$ cat src/common/mgmt_scan_pkg.sv
// Purpose: shared constants and types for the management scan engine
// Assumes: 250 MHz system clock; byte-wide host register port
// Notes:   phy map offsets kept for software that reaches the phy through this engine
`default_nettype none
package mgmt_scan_pkg;

  // system clock and read interval (10.24 us)
  localparam int CLK_MHZ          = 250;
  localparam int SCAN_INTERVAL_NS = 10240;
  localparam int SCAN_INTERVAL_CYC = (SCAN_INTERVAL_NS * CLK_MHZ) / 1000;

  // management register port offsets
  localparam logic [4:0] OFS_MGMT_REG_ADDRESS = 5'h00;
  localparam logic [4:0] OFS_MGMT_COMMAND     = 5'h01;
  localparam logic [4:0] OFS_MGMT_STATUS      = 5'h02;
  localparam logic [4:0] OFS_READ_DATA_LOW    = 5'h03;
  localparam logic [4:0] OFS_READ_DATA_HIGH   = 5'h04;

  // phy register map, targets for the address register
  localparam logic [4:0] PHY_STATUS_ONE        = 5'h01;
  localparam logic [4:0] PHY_IDENT_HIGH        = 5'h02;
  localparam logic [4:0] PHY_IDENT_LOW         = 5'h03;
  localparam logic [4:0] PHY_CONTROL_TWO       = 5'h10;
  localparam logic [4:0] PHY_STATUS_TWO        = 5'h11;
  localparam logic [4:0] PHY_INTERRUPT_ENABLE  = 5'h12;
  localparam logic [4:0] PHY_INTERRUPT_REQUEST = 5'h13;
  localparam logic [4:0] PHY_LED_CONFIG        = 5'h14;

  // command and status bit positions
  localparam int CMD_SINGLE_READ_BIT = 0;
  localparam int CMD_SCAN_ENABLE_BIT = 1;
  localparam int STAT_BUSY_BIT       = 0;
  localparam int STAT_SCAN_BIT       = 1;
  localparam int STAT_DATA_NOT_VALID_FLAG_BIT     = 2;

  // reset values
  localparam logic [4:0]  MGMT_REG_ADDRESS_RST = 5'h00;
  localparam logic [1:0]  MGMT_COMMAND_RST     = 2'h0;
  localparam logic [15:0] READ_DATA_RST        = 16'h0000;

  // serial read frame layout
  localparam logic [1:0] FRAME_START    = 2'h1;
  localparam logic [1:0] FRAME_OP_READ  = 2'h2;
  localparam logic [4:0] FRAME_PHY_ADDR = 5'h00;
  localparam logic [4:0] FRAME_HDR_BITS = 5'h0E;
  localparam logic [4:0] FRAME_TA_END   = 5'h10;
  localparam logic [4:0] FRAME_LAST     = 5'h1F;

  // strap capture waits for the two synchroniser stages
  localparam logic [1:0] STRAP_SETTLE = 2'h2;

  typedef enum logic [1:0] {
    ST_IDLE  = 2'b00,
    ST_RUN   = 2'b01,
    ST_DRAIN = 2'b10
  } eng_state_t;

endpackage
`default_nettype wire

$ cat src/common/mgmt_link_if.sv
// Purpose: carrier between the scan sequencer and the serial read engine
// Assumes: both ends on the system clock
// Notes:   start is a one-cycle pulse, done a one-cycle pulse, rdata held
`timescale 1ns/1ps
`default_nettype none
interface mgmt_link_if;
  logic        start;
  logic [4:0]  reg_addr;
  logic        busy;
  logic        done;
  logic [15:0] rdata;
  modport engine (output start, output reg_addr, input busy, input done, input rdata);
  modport link   (input start, input reg_addr, output busy, output done, output rdata);
endinterface
`default_nettype wire

$ cat src/rtl/phy_register_scan_engine.sv
// Purpose: repeats a phy register read at a fixed interval and mirrors the result
// Assumes: host register port is byte wide, synchronous to CLK
// Notes:   read data latency is one clock; reads have no side effects
`timescale 1ns/1ps
`default_nettype none

// Overview of operation
// - setting scan enable starts the scan and raises busy at once
// - first read completes one interval after start, then repeats each interval
// - data-not-valid flag tells the host when the first read finished
// - read-data registers overwritten every interval, no per-update indication
// - host cancels by clearing scan enable; busy drops once activity stops
// - duplex reset bits follow the second LED pin strap
// - data-not-valid reads 0 after reset, 1 from the start of the first read until it updates the data, then 0
// - scan flag reads 1 while a scan runs, else 0
// - busy reads 1 while a phy register is read, 0 when idle
// - scan enable makes the addressed register be read continuously
module phy_register_scan_engine #(
  parameter int INTERVAL_CYCLES = mgmt_scan_pkg::SCAN_INTERVAL_CYC
) (
  input  wire logic       CLK,
  input  wire logic       RST,
  input  wire logic       REG_WE,
  input  wire logic [4:0] REG_ADDR,
  input  wire logic [7:0] REG_WDATA,
  output logic      [7:0] REG_RDATA,
  input  wire logic       MDC,
  input  wire logic       MDIO_I,
  output logic            MDIO_O,
  output logic            MDIO_OE,
  input  wire logic       SECOND_LED_PIN,
  output logic            DUPLEX_MODE,
  output logic            DUPLEX_STATUS
);

  // counter just wide enough to hold INTERVAL_CYCLES - 1
  localparam int CW = $clog2(INTERVAL_CYCLES);
  localparam logic [CW-1:0] CNT_LAST = CW'(INTERVAL_CYCLES - 1);

  // the interval must leave room for a launch and a completion
  if (INTERVAL_CYCLES < 4) begin : g_bad_interval
    $error("INTERVAL_CYCLES too small");
  end

  typedef struct packed {
    logic [4:0]                mgmt_reg_address;
    logic [1:0]                mgmt_command;
    mgmt_scan_pkg::eng_state_t st;
    logic                      scan_mode;
    logic                      single_req;
    logic                      data_not_valid_flag;
    logic [15:0]               read_data_pair;
    logic [CW-1:0]             cnt;
    logic                      frame_done;
    logic [7:0]                rdata_out;
    logic [1:0]                strap_sync;
    logic [1:0]                strap_cnt;
    logic                      strap_done;
    logic                      duplex;
  } eng_reg_t;

  eng_reg_t    s_q;
  eng_reg_t    s_d;
  logic        launch;
  logic        finish;
  logic        busy;
  logic [7:0]  stat_now;
  mgmt_link_if lk ();

  // status byte: upper bits and the reserved bit read as zero
  function automatic logic [7:0] status_byte(input eng_reg_t r);
    logic [7:0] v;
    v = 8'h00;
    v[mgmt_scan_pkg::STAT_BUSY_BIT]   = (r.st != mgmt_scan_pkg::ST_IDLE);
    v[mgmt_scan_pkg::STAT_SCAN_BIT]   = (r.st != mgmt_scan_pkg::ST_IDLE) && r.scan_mode;
    v[mgmt_scan_pkg::STAT_DATA_NOT_VALID_FLAG_BIT] = r.data_not_valid_flag;
    return v;
  endfunction

  // read mux for the host port; unmapped offsets read zero
  function automatic logic [7:0] reg_read(input logic [4:0] a, input eng_reg_t r);
    logic [7:0] v;
    v = 8'h00;
    unique case (a)
      mgmt_scan_pkg::OFS_MGMT_REG_ADDRESS: v = {3'h0, r.mgmt_reg_address};
      mgmt_scan_pkg::OFS_MGMT_COMMAND:     v = {6'h00, r.mgmt_command};
      mgmt_scan_pkg::OFS_MGMT_STATUS:      v = status_byte(r);
      mgmt_scan_pkg::OFS_READ_DATA_LOW:    v = r.read_data_pair[7:0];
      mgmt_scan_pkg::OFS_READ_DATA_HIGH:   v = r.read_data_pair[15:8];
      default:                             v = 8'h00;
    endcase
    return v;
  endfunction

  // next state: host writes, scan sequencing, strap capture
  always_comb begin
    s_d          = s_q;
    launch       = 1'b0;
    finish       = 1'b0;
    s_d.rdata_out = reg_read(REG_ADDR, s_q);
    // host register writes; the address steers every following read
    if (REG_WE && REG_ADDR == mgmt_scan_pkg::OFS_MGMT_REG_ADDRESS) begin
      s_d.mgmt_reg_address = REG_WDATA[4:0];
    end
    if (REG_WE && REG_ADDR == mgmt_scan_pkg::OFS_MGMT_COMMAND) begin
      s_d.mgmt_command = REG_WDATA[1:0];
    end
    unique case (s_q.st)
      mgmt_scan_pkg::ST_IDLE: begin
        if (s_q.mgmt_command[mgmt_scan_pkg::CMD_SCAN_ENABLE_BIT]) begin
          launch        = 1'b1;
          s_d.st        = mgmt_scan_pkg::ST_RUN;
          s_d.scan_mode = 1'b1;
          s_d.data_not_valid_flag    = 1'b1;
          s_d.cnt       = '0;
          s_d.single_req = 1'b0;
        end else if (s_q.single_req) begin
          launch        = 1'b1;
          s_d.st        = mgmt_scan_pkg::ST_RUN;
          s_d.scan_mode = 1'b0;
          s_d.data_not_valid_flag    = 1'b1;
          s_d.cnt       = '0;
          s_d.single_req = 1'b0;
        end
      end
      mgmt_scan_pkg::ST_RUN: begin
        // interval counted on CLK; a frame the link clock has not finished by the last count goes on in drain
        if (s_q.cnt == CNT_LAST) begin
          if (s_q.frame_done) begin
            finish = 1'b1;
          end else begin
            s_d.st = mgmt_scan_pkg::ST_DRAIN;
          end
        end else begin
          s_d.cnt = s_q.cnt + CW'(1);
        end
      end
      mgmt_scan_pkg::ST_DRAIN: begin
        // the link clock stalled; hold busy until the frame ends
        if (s_q.frame_done) begin
          finish = 1'b1;
        end
      end
      default: begin
        s_d.st = mgmt_scan_pkg::ST_IDLE;
      end
    endcase
    // completion: update data silently, then repeat or stop
    if (finish) begin
      s_d.read_data_pair = lk.rdata;
      s_d.data_not_valid_flag         = 1'b0;
      if (s_q.scan_mode && s_q.mgmt_command[mgmt_scan_pkg::CMD_SCAN_ENABLE_BIT]) begin
        launch  = 1'b1;
        s_d.cnt = '0;
        s_d.st  = mgmt_scan_pkg::ST_RUN;
      end else begin
        s_d.st        = mgmt_scan_pkg::ST_IDLE;
        s_d.scan_mode = 1'b0;
      end
    end
    // single read request taken only while idle; dropped if a read launches in the same cycle
    if (REG_WE && REG_ADDR == mgmt_scan_pkg::OFS_MGMT_COMMAND &&
        REG_WDATA[mgmt_scan_pkg::CMD_SINGLE_READ_BIT] &&
        s_q.st == mgmt_scan_pkg::ST_IDLE && !launch) begin
      s_d.single_req = 1'b1;
    end
    if (launch) begin
      s_d.frame_done = 1'b0;
    end
    if (lk.done) begin
      s_d.frame_done = 1'b1;
    end
    // strap: settle through the synchroniser, then catch once
    s_d.strap_sync = {s_q.strap_sync[0], SECOND_LED_PIN};
    if (!s_q.strap_done) begin
      if (s_q.strap_cnt == mgmt_scan_pkg::STRAP_SETTLE) begin
        s_d.duplex     = s_q.strap_sync[1];
        s_d.strap_done = 1'b1;
      end else begin
        s_d.strap_cnt = s_q.strap_cnt + 2'h1;
      end
    end
  end

  always_ff @(posedge CLK or posedge RST) begin
    if (RST) begin
      s_q <= '0;
    end else begin
      s_q <= s_d;
    end
  end

  // busy covers the whole operation, from launch until the data lands
  assign busy          = (s_q.st != mgmt_scan_pkg::ST_IDLE);
  assign stat_now      = status_byte(s_q);
  assign lk.start      = launch;
  assign lk.reg_addr   = s_q.mgmt_reg_address;
  assign REG_RDATA     = s_q.rdata_out;
  assign DUPLEX_MODE   = s_q.duplex;
  assign DUPLEX_STATUS = s_q.duplex;

  // one serial read engine; start is only raised while it is idle
  mgmt_read_frame u_frame (
    .clk     (CLK),
    .rst     (RST),
    .lk      (lk),
    .mdc     (MDC),
    .mdio_i  (MDIO_I),
    .mdio_o  (MDIO_O),
    .mdio_oe (MDIO_OE)
  );
endmodule // phy_register_scan_engine
`default_nettype wire

$ cat src/rtl/mgmt_read_frame.sv
// Purpose: shifts one serial read frame to the phy and gathers 16 bits back
// Assumes: management clock arrives as a slow pin, sampled by the system clock
// Notes:   bits move on sampled rising edges of the management clock
`timescale 1ns/1ps
`default_nettype none
module mgmt_read_frame (
  input  wire logic         clk,
  input  wire logic         rst,
  mgmt_link_if.link         lk,
  input  wire logic         mdc,
  input  wire logic         mdio_i,
  output logic              mdio_o,
  output logic              mdio_oe
);

  typedef struct packed {
    logic [2:0]  mdc_sync;
    logic [1:0]  mdio_sync;
    logic        active;
    logic [4:0]  bitcnt;
    logic [13:0] hdr;
    logic [15:0] rx;
    logic [15:0] rdata;
    logic        done;
    logic        mdio_o;
    logic        mdio_oe;
  } frame_state_t;

  frame_state_t s_q;
  frame_state_t s_d;
  logic         mdc_rise;

  // stage 0 feeds only stage 1; the edge is found between stages 1 and 2
  assign mdc_rise = s_q.mdc_sync[1] & ~s_q.mdc_sync[2];

  // frame sequencing: header out, turnaround released, data in
  always_comb begin
    s_d           = s_q;
    s_d.mdc_sync  = {s_q.mdc_sync[1:0], mdc};
    s_d.mdio_sync = {s_q.mdio_sync[0], mdio_i};
    s_d.done      = 1'b0;
    if (lk.start && !s_q.active) begin
      s_d.active = 1'b1;
      s_d.bitcnt = 5'h00;
      s_d.hdr    = {mgmt_scan_pkg::FRAME_START, mgmt_scan_pkg::FRAME_OP_READ,
                    mgmt_scan_pkg::FRAME_PHY_ADDR, lk.reg_addr};
    end else if (s_q.active && mdc_rise) begin
      if (s_q.bitcnt < mgmt_scan_pkg::FRAME_HDR_BITS) begin
        s_d.mdio_o  = s_q.hdr[13];
        s_d.mdio_oe = 1'b1;
        s_d.hdr     = {s_q.hdr[12:0], 1'b0};
      end else begin
        s_d.mdio_o  = 1'b0;
        s_d.mdio_oe = 1'b0;
      end
      if (s_q.bitcnt >= mgmt_scan_pkg::FRAME_TA_END) begin
        s_d.rx = {s_q.rx[14:0], s_q.mdio_sync[1]};
      end
      if (s_q.bitcnt == mgmt_scan_pkg::FRAME_LAST) begin
        s_d.active = 1'b0;
        s_d.done   = 1'b1;
        s_d.rdata  = {s_q.rx[14:0], s_q.mdio_sync[1]};
      end else begin
        s_d.bitcnt = s_q.bitcnt + 5'h01;
      end
    end
  end

  always_ff @(posedge clk or posedge rst) begin
    if (rst) begin
      s_q <= '0;
    end else begin
      s_q <= s_d;
    end
  end

  assign lk.busy  = s_q.active;
  assign lk.done  = s_q.done;
  assign lk.rdata = s_q.rdata;
  assign mdio_o   = s_q.mdio_o;
  assign mdio_oe  = s_q.mdio_oe;
endmodule // mgmt_read_frame
`default_nettype wire

$ cat config.mk
export PLATFORM = sky130hd
export DESIGN_NAME = phy_register_scan_engine
export DESIGN_NICKNAME = d
export VERILOG_FILES = /design/src/common/mgmt_scan_pkg.sv /design/src/common/mgmt_link_if.sv /design/src/rtl/phy_register_scan_engine.sv /design/src/rtl/mgmt_read_frame.sv
export SDC_FILE = /design/constraint.sdc
export NUM_CORES = 1
export LEC_CHECK = 0
export BUFFER_PORTS_ARGS = -buffer_cell sky130_fd_sc_hd__buf_2
export CAP_MARGIN = 0
export CORE_UTILIZATION = 35
export DETAILED_ROUTE_END_ITERATION = 8
export PLACE_DENSITY = 0.58
export REMOVE_ABC_BUFFERS = 1
export SLEW_MARGIN = 20
export SYNTH_ARGS = -nofsm -noshare
export SYNTH_HDL_FRONTEND = slang
export SYNTH_HIERARCHICAL = 1
export SYNTH_SLANG_ARGS = --single-unit
$ cat constraint.sdc
create_clock -name CLK -period 3.1 [get_ports CLK]
set_input_delay 0.62 -clock CLK [delete_from_list [all_inputs] [get_ports CLK]]
set_output_delay 0.62 -clock CLK [all_outputs]
set_load 0.005 [all_outputs]
==> results of run 1 <==
## cell families after synthesis
kind of cell             after synthesis  share of synthesized area
AO/OA/AOI/OAI                         75                    0.09734
XOR/XNOR                               2                   0.003382
flip-flops                           114                     0.5507
buffers and inverters                 55                    0.06522
multiplexers                          62                     0.1490
adder cells (fa/ha/maj)                8                    0.01932
AND/OR/NAND/NOR                      108                     0.1150
## cells in the mapped netlist, types with 2 or more instances
library cell,count
dfrtp_1,114
mux2_2,39
nand2_1,35
buf_4,25
o21ai_0,22
nand3_1,21
mux2_4,18
a21oi_1,15
inv_1,13
nor2_1,12
and3_1,9
ha_1,8
a22o_1,6
buf_2,6
clkbuf_1,6
a31oi_1,5
nand2b_1,5
a221o_1,4
a311oi_1,4
buf_6,4
mux2i_1,4
nor3_1,4
a21o_1,3
a222oi_1,3
nand4_1,3
nand4b_1,3
a22oi_1,2
nand2_4,2
nor2b_1,2
nor3b_1,2
nor4_4,2
xnor2_1,2
## power breakdown
group	total (mW)	switching, mW	internal, mW	leakage (nW)
Clock	2.06	0.690	1.37	0.305
Combinational	0.646	0.384	0.262	1.12
Sequential	1.82	0.154	1.66	1.52
Total	4.52	1.23	3.29	2.94
## sequential cells by signal (all words and copies together) (netlist names), named ones only
signal and cells:
DUPLEX_MODE 1, REG_RDATA 8, lk.reg_addr 5, s_d 1
s_q 39, u_frame/lk.busy 1, u_frame/lk.done 1, u_frame/lk.rdata 16
u_frame/mdio_o 1, u_frame/mdio_oe 1, u_frame/s_d 3, u_frame/s_q 36
## worst register-to-register path: cells and delay by family (launching register included)
kind                       cells  cell delay [ps]
and+or+nand+nor                5             1160
adders and majority gates      1              180
AOI/OAI and AO/OA              3              750
buffers and inverters          1              120
DFF                            1              390
## stage by stage
stage / power (mW) / cells / area (um^2) / hold slack, ps / setup slack (ps)
global placement: 2.441 / 600 / 5305 / 331.8 / 555.7
global route: 4.775 / 632 / 5933 / 255.7 / 249.4
detailed placement: 2.484 / 600 / 5305 / 337.2 / 424.9
finish: 4.521 / 633 / 5936 / 240.1 / 394.1
CTS: 4.577 / 632 / 5933 / 249.2 / 401.0
floorplan: 2.271 / 383 / 4895 / 331.2 / 222.1
## worst min path at each step
stage / start / slack [ps] / endpoint / cells past startpoint
final: RST / 240 / u_frame/s_q[53]$_DFFE_PP0P_ / 2
after detailed placement: u_frame/s_d[58]$_DFF_PP0_ / 340 / u_frame/s_d[59]$_DFF_PP0_ / 0
after global placement: u_frame/s_d[58]$_DFF_PP0_ / 330 / u_frame/s_d[59]$_DFF_PP0_ / 0
after CTS: RST / 250 / u_frame/s_q[53]$_DFFE_PP0P_ / 2
after floorplan: s_d[5]$_DFF_PP0_ / 330 / s_q[5]$_DFF_PP0_ / 0
after global routing: RST / 260 / u_frame/s_q[53]$_DFFE_PP0P_ / 2
## layout make-up
| class | count | area share |
|---|---|---|
| sequential | 114 | 0.4806 |
| clock buffer | 20 | 0.07525 |
| inverter | 14 | 0.008853 |
| antenna | 1 | 0.0004216 |
| clock inverter | 12 | 0.03056 |
| multi-input combinational | 255 | 0.3352 |
| tap | 184 | 0.03879 |
| timing repair buffer | 33 | 0.03035 |
## routing by layer
layer  global-route usage  routed length, um  part of all wire
met5                    0                  0                 0
met4              0.05723                108             0.011
met3              0.05723                384             0.038
met2               0.2351               5012              0.49
met1               0.1881               4677              0.46
==> key figures, run 1 <==
STA
  • Fin. max-slew vios: 0
  • Final Hold Vio Count: 0
  • Worst-Margin Slew: 770.0 ps
  • Layout Skew: 7.852 ps
  • Fmax: 369.6 MHz
  • Min Tclk post-route: 2706 ps
  • Slew Limit Headroom: 0.4821
  • Final setup fails: 0
  • Final worst-path cycle share: 0.8729
  • TNS Setup: 0 ps
  • RSZ-0062 raised after global routing: no

Clock tree
  • Root buffer cell: clkbuf_16
  • Post-CTS Hold Fix Bufs: 0
  • Clock Tree Buf Depth: 2
  • # resized after CTS: 0
  • Post-CTS Setup Inserts: 0
  • Reg clk slew, reported paths: 60 ps
  • H-tree depth: 4
  • Clock latency on the worst-skew pair: 410 ps
  • CTS tree: done
  • CTS Buf Count: 17
  • Sink Count: 114

Place
  • Detailed-placement wirelength estimate: 6467 um
  • IO buf count: 27
  • GP Congestion: 0.8368

Setup path
  • CP Depth: 10
  • Delay-heaviest family, CP: simple AND/OR/NAND/NOR gates
  • Slowest stage cell, crit path: nor2b_1
  • Crit. Startpoint: s_q[47]$_DFFE_PP0P_
  • CP Max Fanout: 6
  • Critical Path End: u_frame/s_q[37]$_DFFE_PP0P_
  • CP Class: flip-flop to flip-flop
  • Worst reg2reg path depth: 10
  • Crit path top cell by count: nand3_1
  • Slowest Stage Delay on Critical Path: 410 ps
  • Critical Path RT: 3390 ps
  • Arrival time at the worst endpoint: 2990 ps
  • Launch point of the worst reg-to-reg path: s_q[47]$_DFFE_PP0P_
  • R2R setup slack: 390 ps
  • Worst setup EP type: flip-flop
  • Startpoint types: flip-flop
  • CP cell instances: inv_1 -> ha_1 -> nand3_1 -> nor4_4 -> o21ba_2 -> nand3_1 -> nand2_1 -> nor2b_1 -> a21oi_1 -> a221o_1
  • Reg2Reg Capture Point: u_frame/s_q[37]$_DFFE_PP0P_
  • Buf+Inv Stages, Crit Path: 1

Routing
  • DR vias/cell: 5.158
  • Drt first pass iters: 4
  • Detailed Route WL: 10180 um
  • Final ANT Viol Nets: 0
  • Residual DRC: 0
  • Initial DRC count: 209
  • Via total after detailed routing: 3265
  • Routed length per instance: 16.09 um

Hold path
  • Hold/Removal Path Class: primary input to asynchronous set/reset pin

Global routing
  • Largest net degree at the start of global routing: 56
  • Antenna violations before repair: 1
  • Vias in the first global route: 3378
  • Grt ovf: 0
  • First-pass GRT wire length: 17080 um
  • Tot GR Track Use: 0.1505

Logic synthesis
  • Post-synth EDFFs: 0
  • Ys async rst share: 1.000
  • Syn_area_per_cell: 12.22 um^2
  • Cells after synthesis: 424
  • Netlist cell types: 53
  • Post-Synthesis Cell Area: 5180 um^2
  • Synth area leader: dfrtp_1
  • Area contributors post-synth: dfrtp_1 (55%), mux2_2 (8.5%), mux2_4 (5.2%), buf_4 (3.6%), nand2_1 (2.5%)
  • Register area share after synthesis: 0.5507
  • Yosys Warn Count: 6
  • Post-synth top flop: dfrtp_1
  • Post-synth top area share: 0.5507
  • Synthesized flop and latch total: 114

Cells and area
  • Layout Utilization: 0.4100
  • Most frequent cells in the layout: dfrtp_1 (114), mux2_2 (39), nand2_1 (35), buf_2 (27), o21ai_0 (22)
  • Register area: 2853 um^2
  • Layout cells sized above 1: 0.3013
  • Fillers: 1342
  • Area growth, synth to finish: 14.59%
  • Commonest non-fill, non-tap cell in the layout: dfrtp_1
  • Multi-input logic area: 1989 um^2
  • Layout Nets: 462

Floorplan
  • Row cnt: 44
  • Die H: 123.7 um
  • IO Pins: 31
  • Core area: 14480 um^2
  • Starting Density: 0.3578
  • Die width: 123.7 um
  • Die footprint: 15290 um^2

Run status
  • Status: finished clean

Power
  • Pleak: 2.941 nW
  • Power per cell area: 761.7 nW/um^2
  • Max VDD drop: 337.6 uV

Flow run
  • Max-Cap Viols: 0
Power figures use the tool's default switching activity.
==> inputs of run 2 (changes only) <==
GPL_TIMING_DRIVEN = 0   (was unset)
clock period = 2.7 ns   (was 3.1 ns; I/O delays follow)
==> key figures, run 2 (synthesized netlist as in run 1, its figures left out) <==
Run status
  • Status: finished clean

Clock tree
  • CTS Buf Count: 17
  • H-tree depth: 4
  • Sink Count: 114
  • Reg clk slew, reported paths: 60 ps
  • Clock latency on the worst-skew pair: 410 ps
  • Post-CTS Hold Fix Bufs: 0
  • Clock Tree Buf Depth: 2
  • CTS tree: done
  • Root buffer cell: clkbuf_16

STA
  • Setup ws final: 167.0 ps
  • Fin. max-slew vios: 0
  • Slew Limit Headroom: 0.4507
  • Final Hold Vio Count: 0
  • Layout Skew: 9.808 ps
  • Final setup fails: 0
  • RSZ-0062 raised after global routing: no
  • Min Tclk post-route: 2533 ps
  • Fmax: 394.8 MHz
  • Worst-Margin Slew: 816.6 ps
  • Final worst-path cycle share: 0.9381

Routing
  • DR vias/cell: 5.236
  • Residual DRC: 0
  • Drt first pass iters: 5
  • Routed length per instance: 16.47 um
  • Via total after detailed routing: 3330
  • Detailed Route WL: 10480 um
  • Initial DRC count: 233
  • Final ANT Viol Nets: 0

Cells and area
  • Area growth, synth to finish: 16.21%
  • Fillers: 1349
  • Antenna diodes: 0
  • Layout Nets: 466
  • Largest register by flop count: s_q
  • Commonest non-fill, non-tap cell in the layout: dfrtp_1
  • Layout cells sized above 1: 0.3186
  • Most frequent cells in the layout: dfrtp_1 (114), mux2_2 (39), nand2_1 (35), buf_2 (27), o21ai_0 (22)
  • Max FFs per register: 39

Setup path
  • Worst setup EP type: flip-flop
  • Arrival time at the worst endpoint: 2820 ps
  • CP Max Fanout: 7
  • Startpoint types: flip-flop
  • CP cell instances: inv_1 -> ha_4 -> nand3_1 -> nor4_4 -> o21ba_4 -> nand3_1 -> nand2_1 -> nor2b_4 -> a21oi_1 -> a221o_1
  • CP Class: flip-flop to flip-flop
  • Crit path top cell by count: nand3_1
  • Slowest Stage Delay on Critical Path: 400 ps
  • Slowest stage cell, crit path: dfrtp_1
  • Critical Path RT: 2990 ps

Global routing
  • Grt ovf: 0
  • Vias in the first global route: 3241
  • Tot GR Track Use: 0.1502
  • Antenna violations before repair: 0
  • First-pass GRT wire length: 16910 um
  • Largest net degree at the start of global routing: 56

Power
  • Max VDD drop: 426.0 uV
  • Tot Pwr: 5.268 mW
  • Power per cell area: 875.2 nW/um^2
  • Pleak: 2.971 nW

Flow run
  • Max-Cap Viols: 0

Floorplan
  • Die H: 123.7 um
  • Row cnt: 44
  • Starting Density: 0.3578
  • IO Pins: 31
  • Die width: 123.7 um
  • Die footprint: 15290 um^2
  • Core area: 14480 um^2

Place
  • Detailed-placement wirelength estimate: 6476 um
  • IO buf count: 27
  • GP Congestion: 0.8392
  • Pre-CTS setup slack: -958.4 ps

Hold path
  • Hold/Removal Path Class: primary input to asynchronous set/reset pin
run 2: cell count changes in the layout (fill, tap and decap cells not counted), moves of 2 or more:
cell and delta:
inv_2 -2, buf_4 +2, clkbuf_1 -2, inv_4 +2
inv_6 +3
run 2: layer usage:
layer,track usage,share of wire
met3,0.04167,0.035
met5,0,0
met4,0.06928,0.014
met1,0.2040,0.48
met2,0.2215,0.47
run 2: critical path, delay by kind of cell (launching register included):
| kind | cells | cell delay [ps] |
|---|---|---|
| buf+inv | 1 | 150 |
| flops | 1 | 400 |
| fa+ha+maj | 1 | 200 |
| compound gates | 3 | 670 |
| simple gates | 5 | 1010 |
run 2: path summary, 6_finish.rpt:
check | startpoint | end | slack, ps | cells past startpoint
min in group CLK | MDIO_I | u_frame/s_d[56]$_DFF_PP0_ | 230 | 1
max in group asynchronous | RST | s_q[16]$_DFF_PP0_ | 1950 | 2
hold reg to reg | u_frame/s_d[58]$_DFF_PP0_ | u_frame/s_d[59]$_DFF_PP0_ | 350 | 0
setup / recovery | s_q[47]$_DFFE_PP0P_ | u_frame/s_q[36]$_DFFE_PP0P_ | 170 | 10
setup reg to reg | s_q[47]$_DFFE_PP0P_ | u_frame/s_q[36]$_DFFE_PP0P_ | 170 | 10
hold / removal | RST | u_frame/s_d[58]$_DFF_PP0_ | 130 | 2
run 2: power by group:
group	switching [mW]	internal, mW
Clock	0.847	1.55
Combinational	0.442	0.329
Sequential	0.189	1.91
Total	1.48	3.79
run 2: through the flow:
step	cells	area, um^2	hold WS [ps]	utilization	TNS, ps
floorplan	383	4895	331.2	-	-711.7
global placement	594	5260	331.7	0.3633	-21630
detailed placement	595	5285	336.4	0.3650	-24050
CTS	630	5963	132.0	0.4119	0
global route	636	6020	147.2	0.4157	0
finish	636	6020	133.4	0.4157	0
run 2: timing repair:
| item | CTS | global route |
|---|---|---|
| endpoints found under the setup margin | 51 | 16 |
| resized for setup | 4 | 1 |
| setup buffers | 2 | 6 |
| gates cloned | 1 | 0 |
| pin swaps | 2 | 2 |
run 2: area by class of cell:
cell class	count	area, um^2	share of cell area
Clock buffer	17	425.4	0.07067
Clock inverter	15	206.4	0.03430
Inverter	14	57.56	0.009561
Multi-Input combinational cell	256	2032	0.3376
Sequential cell	114	2853	0.4739
Tap cell	184	230.2	0.03825
Timing Repair Buffer	36	215.2	0.03575
==> inputs of run 3 (changes only) <==
SYNTH_HIERARCHICAL = unset   (was 1)
==> key figures, run 3 <==
Clock tree
  • Clock Tree Buf Depth: 2
  • Post-CTS Setup Inserts: 0
  • Clock latency on the worst-skew pair: 400 ps
  • Root buffer cell: clkbuf_16
  • H-tree depth: 4
  • Sink Count: 114
  • Post-CTS Hold Fix Bufs: 0
  • CTS tree: done
  • CTS Buf Count: 17
  • Reg clk slew, reported paths: 50 ps

Routing
  • Residual DRC: 0
  • Initial DRC count: 239
  • Via total after detailed routing: 3180
  • Routed length per instance: 15.19 um
  • Drt first pass iters: 4
  • DR vias/cell: 5.088
  • Final ANT Viol Nets: 0
  • Detailed Route WL: 9496 um

Global routing
  • Tot GR Track Use: 0.1443
  • Antenna violations before repair: 0
  • Largest net degree at the start of global routing: 82
  • Grt ovf: 0
  • First-pass GRT wire length: 15900 um
  • Vias in the first global route: 3179

Place
  • IO buf count: 27
  • Cells after DPL: 595
  • Detailed-placement wirelength estimate: 6209 um
  • GP Congestion: 0.8545

STA
  • Fmax: 417.4 MHz
  • Worst-Margin Slew: 880.0 ps
  • Final Hold Vio Count: 0
  • Fin. max-slew vios: 0
  • Hold Worst Slack: 118.2 ps
  • Final setup fails: 0
  • Final worst-path cycle share: 0.8872
  • RSZ-0062 raised after global routing: no
  • Layout Skew: 6.082 ps
  • Min Tclk post-route: 2396 ps
  • Slew Limit Headroom: 0.4119

Hold path
  • Hold/Removal Path Class: primary input to asynchronous set/reset pin

Power
  • Power share of the clock group: 0.477
  • Power per cell area: 771.9 nW/um^2
  • Sw Share: 0.2340
  • Pint: 3.416 mW
  • Pleak: 2.771 nW
  • Seq pwr share: 0.448
  • Max VDD drop: 573.3 uV
  • Comb power frac: 0.076
  • Sw power: 1.043 mW

Cells and area
  • Layout Nets: 462
  • Max FFs per register: 39
  • Fillers: 1270
  • Antenna diodes: 0
  • Area growth, synth to finish: 17.18%
  • Largest register by flop count: s_q
  • Layout cells sized above 1: 0.2876
  • Final Non-Filler Cells: 625
  • Commonest non-fill, non-tap cell in the layout: dfrtp_1
  • Most frequent cells in the layout: dfrtp_1 (114), mux2_2 (56), nand2_1 (44), buf_2 (27)

Setup path
  • Slowest stage cell, crit path: ha_2
  • Reg2Reg Capture Point: s_q[14]$_DFFE_PP0P_
  • CP Class: flip-flop to flip-flop
  • Critical Path End: s_q[14]$_DFFE_PP0P_
  • Crit. Startpoint: s_q[47]$_DFFE_PP0P_
  • R2R setup slack: 300 ps
  • Startpoint types: flip-flop
  • Worst reg2reg path depth: 7
  • Arrival time at the worst endpoint: 2690 ps
  • Launch point of the worst reg-to-reg path: s_q[47]$_DFFE_PP0P_
  • CP cell instances: inv_1 -> ha_2 -> nand3_1 -> nor4_4 -> nor2_2 -> or2_1 -> a31o_2
  • Critical Path RT: 2990 ps
  • Slowest Stage Delay on Critical Path: 410 ps
  • CP Max Fanout: 17
  • Worst setup EP type: flip-flop

Logic synthesis
  • Top-count cell post-synth: dfrtp_1
  • Yosys Warn Count: 0
  • Post-synth top flop: dfrtp_1
  • Ys async rst share: 1.000
  • Area contributors post-synth: dfrtp_1 (58%), mux2_2 (13%), nand2_1 (3.4%), ha_1 (2.3%), o21ai_0 (2.1%)
  • Cells after synthesis: 410
  • Syn_area_per_cell: 12.02 um^2
  • Synth area leader: dfrtp_1
  • Commonest cells post-synth: dfrtp_1 (114), mux2_2 (56), nand2_1 (44)
  • Register area share after synthesis: 0.5787
  • Post-Synthesis Cell Area: 4930 um^2
  • Netlist cell types: 55
  • Post-synth EDFFs: 0
  • Synthesized flop and latch total: 114
  • Post-synth top area share: 0.5787

Flow run
  • Max-Cap Viols: 0

Floorplan
  • Core area: 13830 um^2
  • Die H: 120.7 um
  • Die width: 120.7 um
  • Starting Density: 0.3565
  • Row cnt: 43
  • Die footprint: 14560 um^2
  • IO Pins: 31

Run status
  • Status: finished clean
run 3: final cells by class:
cell class,instances,area [um^2],area share
clock buffers,20,456.7,0.07906
multi-input cells,260,1903,0.3294
clock inverters,10,111.4,0.01928
flip-flops and latches,114,2853,0.4938
well taps,180,225.2,0.03899
inverters,12,50.05,0.008664
repair buffers,29,177.7,0.03076
run 3: routing by layer:
layer  track usage  vias to the layer above  share of wire
met2        0.2328                       47           0.50
met5             0                        -              0
met1        0.1768                     1607           0.46
met4       0.06019                        0          0.012
met3       0.04811                        9          0.033
li1              -                     1517              -
run 3: how the worst min path moves through the flow:
stage / start / to / slack (ps) / cells after the start
detailed placement: u_frame.s_d[58]$_DFF_PP0_ / u_frame.s_d[59]$_DFF_PP0_ / 340 / 0
finish: RST / s_q[17]$_DFF_PP0_ / 120 / 2
CTS: RST / REG_RDATA[1]$_DFF_PP0_ / 120 / 2
global route: RST / s_q[24]$_DFF_PP0_ / 140 / 2
floorplan: s_d[5]$_DFF_PP0_ / s_q[5]$_DFF_PP0_ / 330 / 0
global placement: u_frame.s_d[58]$_DFF_PP0_ / u_frame.s_d[59]$_DFF_PP0_ / 330 / 0
run 3: cell families after synthesis:
family,after synthesis,synth area share
flip-flops,114,0.5787
AND/OR/NAND/NOR,110,0.1107
AO/OA/AOI/OAI,80,0.1140
multiplexers,58,0.1320
buffers and inverters,36,0.03655
adder cells (fa/ha/maj),9,0.02284
XOR/XNOR,3,0.005331
run 3: per-stage QoR:
step	instance area, um^2	power, mW	util	TNS [ps]	setup WS (ps)
after floorplan	4795	2.239	-	-97550	-855.7
after global placement	5155	2.340	0.3728	-253920	-2158
after detailed placement	5205	2.363	0.3764	-7.039	-7.039
after CTS	5774	4.511	0.4176	0	79.05
after global routing	5777	4.652	0.4178	0	132.0
final	5777	4.459	0.4178	0	304.4
run 3: timing repair:
action	CTS	global route
endpoints found under the hold margin	0	0
gates resized for setup	1	1
setup endpoints to repair	9	20
run 3: power by group through the flow:
stage	sequential (mW)	combinational [mW]	clock [mW]
after floorplan	1.99	0.248	0
after global placement	2.02	0.323	0
after detailed placement	2.02	0.342	0
after CTS	2.00	0.345	2.17
after global routing	2.02	0.386	2.25
final	2.00	0.337	2.13
run 3: worst max-delay path: cells and delay by family (launching register included):
family	cells	cell delay, ps
AO/OA/AOI/OAI	1	230
adder cells (fa/ha/maj)	1	410
buffers and inverters	1	150
flip-flops	1	370
AND/OR/NAND/NOR	4	1110
